--- config.mk ---
export PLATFORM = sky130hd
export DESIGN_NAME = alarm_flags_and_adc_channel_select
export DESIGN_NICKNAME = d
export VERILOG_FILES = /design/src/monitor_pkg.sv /design/src/channel_sequencer.sv /design/src/alarm_flags_and_adc_channel_select.sv
export SDC_FILE = /design/constraint.sdc
export NUM_CORES = 1
export LEC_CHECK = 0
export ABC_AREA = 1
export BUFFER_PORTS_ARGS = -buffer_cell sky130_fd_sc_hd__buf_2
export CAP_MARGIN = 20
export CORE_MARGIN = 2
export CORE_UTILIZATION = 52
export DETAILED_ROUTE_END_ITERATION = 10
export GPL_TIMING_DRIVEN = 0
export HOLD_SLACK_MARGIN = 0.15
export PLACE_DENSITY = 0.91
export SLEW_MARGIN = 20
export SYNTH_ARGS = -nofsm -noshare
export SYNTH_HDL_FRONTEND = slang
export SYNTH_HIERARCHICAL = 1
export SYNTH_SLANG_ARGS = --single-unit
--- constraint.sdc ---
create_clock -name CLOCK -period 2.2 [get_ports CLOCK]
set_clock_uncertainty 0.15 [all_clocks]
set_input_delay 0 -clock CLOCK [delete_from_list [all_inputs] [get_ports CLOCK]]
set_output_delay 0 -clock CLOCK [all_outputs]
set_load 0.02 [all_outputs]
--- src/monitor_pkg.sv ---
// constants and types shared by the alarm flag and channel select logic
package monitor_pkg;

  localparam int REG_WIDTH = 16;
  localparam int ADDR_WIDTH = 7;
  localparam int TEMP_WIDTH = 12;
  localparam int ADC_CODE_WIDTH = 12;

  localparam logic [ADDR_WIDTH-1:0] ADDR_ALARM_STATUS = 7'h4f;
  localparam logic [ADDR_WIDTH-1:0] ADDR_CHANNEL_SELECT_ZERO = 7'h50;

  localparam logic [REG_WIDTH-1:0] ALARM_STATUS_RESET = 16'h0000;
  localparam logic [REG_WIDTH-1:0] CHANNEL_SELECT_RESET = 16'h0000;

  // status field positions
  localparam int POS_REMOTE_A_OVER = 7;
  localparam int POS_REMOTE_B_UNDER = 6;
  localparam int POS_REMOTE_B_OVER = 5;
  localparam int POS_REMOTE_A_BROKEN = 4;
  localparam int POS_REMOTE_B_BROKEN = 3;
  localparam int POS_DIE_OVERHEAT = 2;

  // channel select field positions
  localparam int POS_SELECT_RESERVED = 15;
  localparam int POS_SE0 = 14;
  localparam int POS_SE1 = 13;
  localparam int POS_FIRST_PAIR_DIFF = 12;
  localparam int POS_SE2 = 11;
  localparam int POS_SE3 = 10;
  localparam int POS_SECOND_PAIR_DIFF = 9;
  localparam int POS_SE4 = 8;
  localparam int NUM_PLAIN_SE = 9;

  // temperatures in steps of 1/8 degree C, two's complement
  localparam int TEMP_STEPS_PER_DEGC = 8;
  localparam int DIE_TRIP_DEGC = 150;
  localparam int DIE_HYST_DEGC = 8;
  localparam logic signed [TEMP_WIDTH-1:0] DIE_TRIP_CODE = 12'(DIE_TRIP_DEGC * TEMP_STEPS_PER_DEGC);
  localparam logic signed [TEMP_WIDTH-1:0] DIE_CLEAR_CODE =
    12'((DIE_TRIP_DEGC - DIE_HYST_DEGC) * TEMP_STEPS_PER_DEGC);

  // conversion slots in visiting order, slot 0 first
  localparam int NUM_SLOTS = 18;
  localparam int SLOT_FIRST_DIFF = 2;
  localparam int SLOT_SECOND_DIFF = 5;
  localparam int SLOT_PLAIN_SE = 6;
  localparam int SLOT_HIGH = 15;
  localparam logic [NUM_SLOTS-1:0][3:0] SLOT_CHANNEL = {
    4'hf, 4'he, 4'hd, 4'hc, 4'hb, 4'ha, 4'h9, 4'h8, 4'h7,
    4'h6, 4'h5, 4'h4, 4'h2, 4'h3, 4'h2, 4'h0, 4'h1, 4'h0};
  localparam logic [NUM_SLOTS-1:0] SLOT_DIFF = 18'h00024;

  typedef struct packed {
    logic a_over;
    logic b_under;
    logic b_over;
    logic a_broken;
    logic b_broken;
    logic die;
  } alarm_bits_s;

  typedef struct packed {
    logic       diff;
    logic [3:0] channel;
  } conv_req_s;

  typedef struct packed {
    logic [3:0]           channel;
    logic [REG_WIDTH-1:0] data;
  } result_write_s;

  typedef enum logic [1:0] {SEQ_IDLE, SEQ_ISSUE, SEQ_WAIT, SEQ_STORE} seq_state_e;

endpackage

--- src/channel_sequencer.sv ---
// walks the selected conversion slots in order and formats each result
`timescale 1ns/1ps
`default_nettype none
module channel_sequencer (
  input  wire logic                                 clock,
  input  wire logic                                 reset,
  input  wire logic                                 start,
  input  wire logic [monitor_pkg::NUM_SLOTS-1:0]     slot_select,
  output var  logic                                 busy,
  output var  logic                                 conv_valid,
  output var  monitor_pkg::conv_req_s               conv,
  input  wire logic                                 conv_done,
  input  wire logic [monitor_pkg::ADC_CODE_WIDTH-1:0] conv_code,
  output var  logic                                 result_valid,
  output var  monitor_pkg::result_write_s           result
);
  import monitor_pkg::*;

  typedef struct packed {
    seq_state_e           state;
    logic [NUM_SLOTS-1:0] pending;
    logic [4:0]           slot;
    logic                 busy;
    logic                 conv_valid;
    conv_req_s            conv;
    logic                 result_valid;
    result_write_s        result;
  } seq_s;

  seq_s state;
  seq_s next_state;

  // lowest pending slot index
  function automatic logic [4:0] first_pending(input logic [NUM_SLOTS-1:0] mask);
    logic [4:0] idx;
    idx = 5'h00;
    for (int i = NUM_SLOTS - 1; i >= 0; i--) begin
      if (mask[i]) begin
        idx = 5'(i);
      end
    end
    return idx;
  endfunction

  always_comb begin
    next_state = state;
    next_state.result_valid = 1'b0;
    case (state.state)
      SEQ_IDLE: begin
        next_state.busy = 1'b0;
        // selection is snapshotted at start; later writes wait for the next pass
        if (start && (|slot_select)) begin
          next_state.pending = slot_select;
          next_state.slot = first_pending(slot_select);
          next_state.busy = 1'b1;
          next_state.state = SEQ_ISSUE;
        end
      end
      SEQ_ISSUE: begin
        next_state.conv.channel = SLOT_CHANNEL[state.slot];
        next_state.conv.diff = SLOT_DIFF[state.slot];
        next_state.conv_valid = 1'b1;
        next_state.state = SEQ_WAIT;
      end
      SEQ_WAIT: begin
        if (conv_done) begin
          next_state.conv_valid = 1'b0;
          next_state.result.channel = state.conv.channel;
          if (state.conv.diff) begin
            next_state.result.data = {{(REG_WIDTH-ADC_CODE_WIDTH){conv_code[ADC_CODE_WIDTH-1]}}, conv_code};
          end else begin
            next_state.result.data = {{(REG_WIDTH-ADC_CODE_WIDTH){1'b0}}, conv_code};
          end
          next_state.result_valid = 1'b1;
          next_state.pending[state.slot] = 1'b0;
          next_state.state = SEQ_STORE;
        end
      end
      SEQ_STORE: begin
        // cleared slots are never visited
        if (|state.pending) begin
          next_state.slot = first_pending(state.pending);
          next_state.state = SEQ_ISSUE;
        end else begin
          next_state.busy = 1'b0;
          next_state.state = SEQ_IDLE;
        end
      end
      default: begin
        next_state.state = SEQ_IDLE;
      end
    endcase
  end

  always_ff @(posedge clock or posedge reset) begin
    if (reset) begin
      state <= '0;
    end else begin
      state <= next_state;
    end
  end

  assign busy = state.busy;
  assign conv_valid = state.conv_valid;
  assign conv = state.conv;
  assign result_valid = state.result_valid;
  assign result = state.result;

endmodule
`default_nettype wire

--- src/alarm_flags_and_adc_channel_select.sv ---
// alarm status flags and first adc channel select register with its sequencer
//
// Summary of operation
// - remote A over high threshold sets bit 7
// - remote B under low threshold sets bit 6
// - remote B over high threshold sets bit 5
// - remote A open or short sets bit 4
// - remote B open or short sets bit 3
// - die at or above trip sets bit 2
// - die flag zero while on-chip sensor off
// - die alarm clears only hysteresis below trip
// - visit selected channels from bit 14 down
// - bit 15 reads zero; selects reset to zero
// - single-ended results stored straight binary
// - bit 12 converts ch0 minus ch1, signed
// - bit 9 converts ch2 minus ch3, signed
// - ch0/ch1 singles override the first pair
// - ch2/ch3 singles override the second pair
// - bits 8..0 select channels 4 to 12
// - latched flags clear after condition gone and read
// - flags always set; alarm pin gated by enables
// - sequence continues with channels 13 to 15
`timescale 1ns/1ps
`default_nettype none
module alarm_flags_and_adc_channel_select (
  // clock and reset
  input  wire logic                                     CLOCK,
  input  wire logic                                     RESET,
  // register access port
  input  wire logic [monitor_pkg::ADDR_WIDTH-1:0]       REG_ADDRESS,
  input  wire logic                                     REG_WRITE,
  input  wire logic                                     REG_READ,
  input  wire logic [monitor_pkg::REG_WIDTH-1:0]        REG_WRITE_DATA,
  output var  logic [monitor_pkg::REG_WIDTH-1:0]        REG_READ_DATA,
  output var  logic                                     REG_READ_VALID,
  // temperature measurements and limits
  input  wire logic signed [monitor_pkg::TEMP_WIDTH-1:0] REMOTE_A_TEMP,
  input  wire logic signed [monitor_pkg::TEMP_WIDTH-1:0] REMOTE_A_HIGH_LIMIT,
  input  wire logic signed [monitor_pkg::TEMP_WIDTH-1:0] REMOTE_B_TEMP,
  input  wire logic signed [monitor_pkg::TEMP_WIDTH-1:0] REMOTE_B_LOW_LIMIT,
  input  wire logic signed [monitor_pkg::TEMP_WIDTH-1:0] REMOTE_B_HIGH_LIMIT,
  input  wire logic signed [monitor_pkg::TEMP_WIDTH-1:0] DIE_TEMP,
  input  wire logic                                     REMOTE_A_BROKEN,
  input  wire logic                                     REMOTE_B_BROKEN,
  // configuration
  input  wire logic                                     REMOTE_A_ENABLE,
  input  wire logic                                     REMOTE_B_ENABLE,
  input  wire logic                                     ON_CHIP_TEMP_SENSOR_ENABLE,
  input  wire logic                                     FLAG_HOLD_DISABLE,
  input  wire monitor_pkg::alarm_bits_s                 ALARM_ENABLE,
  input  wire logic                                     ALARM_OUTPUT_ENABLE,
  // alarm indications
  output var  logic                                     ALARM_OUT,
  output var  logic                                     ALARM_OE_N,
  output var  logic                                     THERM_ALARM,
  // conversion sequencer
  input  wire logic                                     CONV_START,
  input  wire logic [2:0]                               HIGH_CHANNEL_SELECT,
  output var  logic                                     SEQ_BUSY,
  output var  logic                                     CONV_VALID,
  output var  monitor_pkg::conv_req_s                   CONV_REQUEST,
  input  wire logic                                     CONV_DONE,
  input  wire logic [monitor_pkg::ADC_CODE_WIDTH-1:0]   CONV_CODE,
  output var  logic                                     RESULT_VALID,
  output var  monitor_pkg::result_write_s               RESULT
);
  import monitor_pkg::*;

  typedef struct packed {
    logic [POS_SE0:0]     select;
    alarm_bits_s          flags;
    logic                 die_hot;
    logic [REG_WIDTH-1:0] read_data;
    logic                 read_valid;
    logic                 alarm_oe_n;
    logic                 alarm_out;
    logic                 therm_alarm;
  } regs_s;

  regs_s                state;
  regs_s                next_state;
  alarm_bits_s          cond;
  logic                 status_read;
  logic [REG_WIDTH-1:0] select_word;
  logic [REG_WIDTH-1:0] status_word;
  logic [NUM_SLOTS-1:0] slot_select;

  assign status_read = REG_READ && (REG_ADDRESS == ADDR_ALARM_STATUS);
  assign select_word = {1'b0, state.select};

  always_comb begin
    status_word = ALARM_STATUS_RESET;
    status_word[POS_REMOTE_A_OVER] = state.flags.a_over;
    status_word[POS_REMOTE_B_UNDER] = state.flags.b_under;
    status_word[POS_REMOTE_B_OVER] = state.flags.b_over;
    status_word[POS_REMOTE_A_BROKEN] = state.flags.a_broken;
    status_word[POS_REMOTE_B_BROKEN] = state.flags.b_broken;
    status_word[POS_DIE_OVERHEAT] = state.flags.die;
  end

  // effective slot selection; a single-ended select in a pair disables the diff
  assign slot_select[0] = state.select[POS_SE0];
  assign slot_select[1] = state.select[POS_SE1];
  assign slot_select[SLOT_FIRST_DIFF] = state.select[POS_FIRST_PAIR_DIFF]
                                        && !state.select[POS_SE0] && !state.select[POS_SE1];
  assign slot_select[3] = state.select[POS_SE2];
  assign slot_select[4] = state.select[POS_SE3];
  assign slot_select[SLOT_SECOND_DIFF] = state.select[POS_SECOND_PAIR_DIFF]
                                         && !state.select[POS_SE2] && !state.select[POS_SE3];
  for (genvar g = 0; g < NUM_PLAIN_SE; g++) begin : g_plain_se
    assign slot_select[SLOT_PLAIN_SE+g] = state.select[POS_SE4-g];
  end
  for (genvar h = 0; h < 3; h++) begin : g_high
    assign slot_select[SLOT_HIGH+h] = HIGH_CHANNEL_SELECT[2-h];
  end

  always_comb begin
    next_state = state;
    // raw conditions, each checked only while its sensor is enabled
    cond.a_over = REMOTE_A_ENABLE && (REMOTE_A_TEMP > REMOTE_A_HIGH_LIMIT);
    cond.b_under = REMOTE_B_ENABLE && (REMOTE_B_TEMP < REMOTE_B_LOW_LIMIT);
    cond.b_over = REMOTE_B_ENABLE && (REMOTE_B_TEMP > REMOTE_B_HIGH_LIMIT);
    cond.a_broken = REMOTE_A_ENABLE && REMOTE_A_BROKEN;
    cond.b_broken = REMOTE_B_ENABLE && REMOTE_B_BROKEN;
    // die over-temperature with hysteresis
    if (!ON_CHIP_TEMP_SENSOR_ENABLE) begin
      next_state.die_hot = 1'b0;
    end else if (DIE_TEMP >= DIE_TRIP_CODE) begin
      next_state.die_hot = 1'b1;
    end else if (DIE_TEMP <= DIE_CLEAR_CODE) begin
      next_state.die_hot = 1'b0;
    end
    cond.die = next_state.die_hot;
    // a new condition wins over a clearing read in the same cycle
    for (int i = 0; i < $bits(alarm_bits_s); i++) begin
      next_state.flags[i] = cond[i]
                            || (!FLAG_HOLD_DISABLE && state.flags[i] && !status_read);
    end
    if (!ON_CHIP_TEMP_SENSOR_ENABLE) begin
      next_state.flags.die = 1'b0;
    end
    // only the select register takes writes
    if (REG_WRITE && (REG_ADDRESS == ADDR_CHANNEL_SELECT_ZERO)) begin
      next_state.select = REG_WRITE_DATA[POS_SE0:0];
    end
    next_state.read_valid = REG_READ;
    next_state.read_data = '0;
    if (REG_READ) begin
      case (REG_ADDRESS)
        ADDR_ALARM_STATUS: begin
          next_state.read_data = status_word;
        end
        ADDR_CHANNEL_SELECT_ZERO: begin
          next_state.read_data = select_word;
        end
        default: begin
          next_state.read_data = '0;
        end
      endcase
    end
    // flags set regardless of masks; only the pin is gated
    next_state.alarm_oe_n = !(ALARM_OUTPUT_ENABLE && (|(next_state.flags & ALARM_ENABLE)));
    // open-drain pin only ever pulls low; the enable carries the alarm
    next_state.alarm_out = 1'b0;
    next_state.therm_alarm = next_state.flags.die;
  end

  always_ff @(posedge CLOCK or posedge RESET) begin
    if (RESET) begin
      state <= '0;
      state.select <= CHANNEL_SELECT_RESET[POS_SE0:0];
      state.flags <= ALARM_STATUS_RESET[$bits(alarm_bits_s)-1:0];
      state.alarm_oe_n <= 1'b1;
    end else begin
      state <= next_state;
    end
  end

  channel_sequencer u_sequencer (
    .clock        (CLOCK),
    .reset        (RESET),
    .start        (CONV_START),
    .slot_select  (slot_select),
    .busy         (SEQ_BUSY),
    .conv_valid   (CONV_VALID),
    .conv         (CONV_REQUEST),
    .conv_done    (CONV_DONE),
    .conv_code    (CONV_CODE),
    .result_valid (RESULT_VALID),
    .result       (RESULT)
  );

  assign REG_READ_DATA = state.read_data;
  assign REG_READ_VALID = state.read_valid;
  assign ALARM_OUT = state.alarm_out;
  assign ALARM_OE_N = state.alarm_oe_n;
  assign THERM_ALARM = state.therm_alarm;

endmodule
`default_nettype wire

Yosys cells after proc, flatten, opt, wreduce, memory -nomap -nowiden
Memories as Yosys holds them, arrays and structs flattened. A register that Yosys moved wholly into a read port is not among the register bits.
Cells that the tools add are included.

storage, ports and cells
  register bits = 88
  memory bits (read-only) = 160
  input port bits = 129
  output and inout port bits = 48
  logic and storage cells = 149
  memories kept = 2

memory list
  memory           words  bits a word  read ports  clocked after Yosys merged registers in  write ports  RTL line                 RTL
  (no name shown)  32     4            1           1                                        0            channel_sequencer.sv:60  next_state.conv.channel = SLOT_CHANNEL[state.slot];
  (no name shown)  32     1            1           1                                        0            channel_sequencer.sv:61  next_state.conv.diff = SLOT_DIFF[state.slot];

cells by class
  magnitude comparators = 7
  equality and inequality tests = 9
  mux-type cells = 57
  bitwise logic cells = 3
  reduce and logical (&&, ||, !) cells = 52

operator list
  kind                  count
  $mux 5                37
  $mux 21               2
  $pmux 18 s2           1
  $reduce_or 18->1      2
  $pmux 15 s2           1
  $logic_and 1x1->1     26
  $mux 26               1
  $gt 12x12->1          2
  $mux 20               1
  $and 18x18->18        1
  $not 18->18           1
  $mux 16               1
  $mux 15               1
  $eq 7x7->1 const B    2
  $ge 12x12->1 const B  1
  $le 12x12->1 const B  1
  $lt 12x12->1          1
  $pmux 6 s2            1
  $mux 1                8
  $pmux 2 s4            1
  $reduce_and 2->1      4
  $logic_not 1->1       7
  $and 6x6->6           1
  $logic_or 1x1->1      6
  12 further kinds      18

Logic depth before layout (Yosys ltp)
  word-level depth = 20
  depth in mapped cells = 21
  depth with buffers taken out = 21

Hierarchy
The synthesis kept the hierarchy.

by module, submodules not included
  module                              times used  cells an instance  area each (um^2)  sequential area each (um^2)
  channel_sequencer                   1           391                2951.6            1251.2
  alarm_flags_and_adc_channel_select  1           355                2728.9            977.2

Least setup slack after synthesis
Ideal clock, no wire load.

  kind = register to register
  start = register state, in the netlist select_word[14]
  end = register u_sequencer/state[40] (netlist bit)
  library setup time = 126 ps
  arrival time = 1656 ps
  path slack = 268 ps
  cell stages (with the launch flop) = 14
  path buffers = 1
  period minus slack after synthesis = 1932 ps
  path through = dfrtp_1 nor3_1 nor4_4 nand2_1 nor2_1 nand2_1 nand2_2 nand2_1 nand2_2 inv_2 o21ai_2 buf_6 a21oi_1 o22ai_2

between the ends
  longest elaborated chain between the ends = 7

RTL lines
  what                            RTL line                                   RTL
  from (decl)                     alarm_flags_and_adc_channel_select.sv:80   regs_s state;
  from (signal assigned)          alarm_flags_and_adc_channel_select.sv:175  state <= next_state;
  $logic_not 1->1                 alarm_flags_and_adc_channel_select.sv:105  && !state.select[POS_SE0] && !state.select[POS_SE1];
  $logic_and 1x1->1 (2 in a row)  alarm_flags_and_adc_channel_select.sv:105
  named net slot_select[2]        alarm_flags_and_adc_channel_select.sv:86   logic [NUM_SLOTS-1:0] slot_select;
  $reduce_or 18->1                channel_sequencer.sv:52                    if (start && (|slot_select)) begin
  $logic_and 1x1->1               channel_sequencer.sv:52
  $ne 2x1->1 (no line)            --
  $reduce_and 3->1 (no line)      --
  to (signal assigned)            channel_sequencer.sv:99                    state <= next_state;
  to (decl)                       channel_sequencer.sv:30                    seq_s state;

The timed path passes the listed nets, and every way through them passes these cells.
A chain may end at the register's enable or synchronous reset.

Final worst setup path
  start = register state, in the netlist select_word[0]
  end = register u_sequencer/state[38] (netlist bit)

between the ends
  longest elaborated chain between the ends = 4

RTL lines
  what                        RTL line
  $reduce_or 18->1            channel_sequencer.sv:52
  $logic_and 1x1->1           channel_sequencer.sv:52
  $ne 2x1->1 (no line)        --
  $reduce_and 3->1 (no line)  --

No other way between the ends.

==> out/qor.yml <==
status:
  status: "complete, but fails checks"
  violations: "negative setup slack"
critical_path:
  path_cells: "inv_2 -> nand2_1 -> nor3_2 -> nand2_1 -> nor2_1 -> nand2_1 -> nand2_2 -> nand2_4 -> nand2_4 -> inv_4 -> o21ai_4 -> buf_6 -> a21oi_1 -> o22ai_1"
  start_kind: "register"
  path_common_cell: "nand2_1"
  path_buf_inv: 3
  crit_slowest_cell: "dfrtp_1"
  cp_max_fo: 5
  crit_type: "reg -> reg"
  cp_slowest_stage_delay_ns: 0.42
  cp_data_required_time_ns: 2.32
  end_kind: "register"
  arrival_ns: 2.43
  cp_top_family: "simple AND/OR/NAND/NOR gates"
finish:
  post-route-util: 0.7568
  layout-drive-gt1-share: 0.2967
  final_cell_area_um2: 8132
  ff_latch_area_um2: 2233
  syn_to_final_growth_pct: 43.15
  antennaDiodeCount: 0
  stdcell_count: 1178
  fillCellCount: 719
  multi_input_area_um2: 2714
  layout.nets: 1207
place:
  dpl.hpwl_um: 10680
  io_buffers: 173
  place_ws_ns: -0.2697
  placed_cell_area_um2: 6745
  placed_cells: 1061
  gp_congestion: 0.9444
global_routing:
  grt_pass1_wl_um: 29710
  grt.total_usage: 0.3270
  grt_max_degree: 40
  first_global_vias: 6433
  gr-total-overflow: 0
  antenna_found_initial: 0
synthesis:
  post-synth-top-count-cell: "nand2_1"
  synth-edff-count: 0
  synthAdderAreaFrac: 0.09912
  async_reset_ff_frac: 1.000
  synth_top_family_by_area: "simple AND/OR/NAND/NOR gates"
  netlist_top_cells_area: "dfrtp_1 39%, nand2_1 13%, ha_1 9.9%, inv_1 9.1%, buf_4 5.6%"
  synth_cell_type_count: 38
  synth-simple-area-share: 0.2289
  synth_flop_cell: "dfrtp_1"
  syn_inst: 746
  netlist_top_cells_count: "199 x nand2_1, 138 x inv_1, 88 x dfrtp_1, 55 x nor2_1, 45 x ha_1"
  synth_compound_area_frac: 0.1029
  synth_top_area_share: 0.3877
  yosys_warnings: 6
  syn_avg_cell_area_um2: 7.615
  ys_ff_latch: 89
  synth.yosys.seq_area_share: 0.3923
  syn_area_um2: 5680
  synth_largest_area_cell: "dfrtp_1"
  muxShareOfSynthArea: 0.01322
  synth_xor_area_frac: 0
detailed_routing:
  drt-wirelength-per-cell_um: 17.59
  drt-initial-drc-count: 614
  wl_met2_um: 10040
  first_pass_iters: 5
  wl_met1_um: 6996
  drcViolationCount: 0
  via_count: 6634
  vias_per_cell: 5.632
  highest_layer: "met4"
  wl_met3_um: 1888
  totalWireLength_um: 20720
  postRouteAntennaNets: 0
die:
  io_pins: 177
  die_width_um: 108.5
  rows: 38
  start_util: 0.5286
  die_y_um: 108.5
  core-area_um2: 10750
  die_area_um2: 11780
sta:
  timing.final.max_slew_violations: 0
  hold_violations: 0
  clock.fmax_mhz: 433.6
  rsz0062_at_grt: "true"
  fin_crit_sh: 1.048
  setup_viol_count_final: 8
  post-route-min-period_ns: 2.306
  setup_ws_ns: -0.1065
  worst_slew_pin_slew_ns: 0.8453
  slew_headroom: 0.4356
pwr:
  p_switching_w: 0.003237
  p_total_w: 0.007343
  p_per_area_nw_per_um2: 903.0
  clock_power_share: 0.154
  p_comb_frac: 0.520
  seqPwrFrac: 0.327
  p_leak_nw: 4.680
  power.internal_w: 0.004106
  ir_worst_vdd_mv: 0.6947
  sw_frac_of_total: 0.4408
hold_path:
  worstHoldPathType: "in -> async"
clocking:
  cts_made_buffers: 9
  cts.clk_slew.worst_paths_ns: 0.11
  clockBufferDepth: 2
  cts_tree: "done"
  clk_latency_ns: 0.39
  root_buffer: "clkbuf_8"
  clock-sinks: 89
  htree_levels: 3
flow_run:
  maxCapViolCount: 0
## cell usage in the layout, fill, tap and decap left out, types with 3 or more instances in the layout
master	instances
dfrtp_1	84
nand2_4	3
nand2_1	194
nor4_4	4
a31oi_1	4
dlygate4sd3_1	89
buf_2	172
ha_1	44
nor2_2	3
o21ai_1	9
clkbuf_8	12
buf_4	54
inv_2	8
a21oi_2	6
mux2_2	4
nor3_2	3
o22ai_1	10
nand3_1	29
inv_1	132
nor2_1	51
dfrtp_2	4
nand2_2	5
clkbuf_1	3
nor3_1	6
a21oi_1	36
o21ai_0	14
a32o_1	5
o22ai_2	4
buf_6	6
nand4_1	7
## sequential cells by signal, indices dropped and copies added (netlist names), 5 cells and up
signal / cells
REG_READ_DATA: 15
select_word: 15
state: 6
u_sequencer/conv: 5
u_sequencer/result: 17
u_sequencer/state: 25
## metrics by stage
| stage | hold slack (ns) | setup TNS [ns] |
|---|---|---|
| 2_1_floorplan | -0.1186 | 0 |
| 3_3_place_gp | -0.02965 | -1.958 |
| 3_5_place_dp | -0.1348 | -2.892 |
| 4_1_cts | 0.1554 | 0 |
| 5_1_grt | 0.2065 | -2.599 |
| 6_report | 0.1777 | -0.2784 |
## worst min-delay path: stages
cell and delay [ns]:
dlygate4sd3_1 0.53, buf_2 0.13, inv_2 0.60
## area by class of cell
cell class	instances	area share
multi-input combinational	463	0.3337
sequential	89	0.2747
timing repair buffer	276	0.2322
tap	140	0.02154
clock buffer	11	0.01862
buffer	52	0.04832
inverter	142	0.06616
clock inverter	5	0.004770
## worst paths after layout
| kind | startpoint | endpoint | slack (ns) | cells after the start |
|---|---|---|---|---|
| max | select_word[0]$_DFFE_PP0P_ | u_sequencer/state[38]$_DFFE_PP0P_ | -0.11 | 14 |
| min | RESET | REG_READ_DATA[2]$_DFF_PP0_ | 0.18 | 3 |
| max reg2reg | select_word[0]$_DFFE_PP0P_ | u_sequencer/state[38]$_DFFE_PP0P_ | -0.11 | 14 |
| min reg2reg | u_sequencer/result[6]$_DFFE_PP0P_ | u_sequencer/result[6]$_DFFE_PP0P_ | 0.34 | 2 |
| max in group asynchronous | RESET | u_sequencer/result[19]$_DFFE_PP0P_ | 0.81 | 5 |
| min in group CLOCK | REMOTE_B_TEMP[3] | state[24]$_DFF_PP0_ | 0.18 | 8 |
## power by group through the flow
stage / sequential [W] / combinational, W / clock [W]
after floorplan: 0.00233 / 0.00232 / 0
after global routing: 0.00242 / 0.00418 / 0.00120
final: 0.00240 / 0.00382 / 0.00113
after CTS: 0.00236 / 0.00331 / 0.00109
after detailed placement: 0.00238 / 0.00315 / 0
after global placement: 0.00235 / 0.00306 / 0
## timing repair
item | 4_1_cts | 5_1_grt
gates resized for setup | 6 | 61
endpoints found under the setup margin | 22 | 32
setup buffers | 0 | 11
endpoints found under the hold margin | 162 | 4
gates cloned | 0 | 2
hold buffers | 88 | 3
pin swaps | 1 | 17
## layer usage
layer	track usage	up-vias
met3	0.06570	191
li1	-	2890
met5	0	-
met4	0.2244	0
met2	0.5772	551
met1	0.3495	3002
## logic make-up after synthesis
kind of cell,after synthesis
and+or+nand+nor,310
buffers and inverters,195
AOI/OAI and AO/OA,100
DFF,89
adders and majority gates,45
muxes,6
other,1
Power figures use the tool's default switching activity.
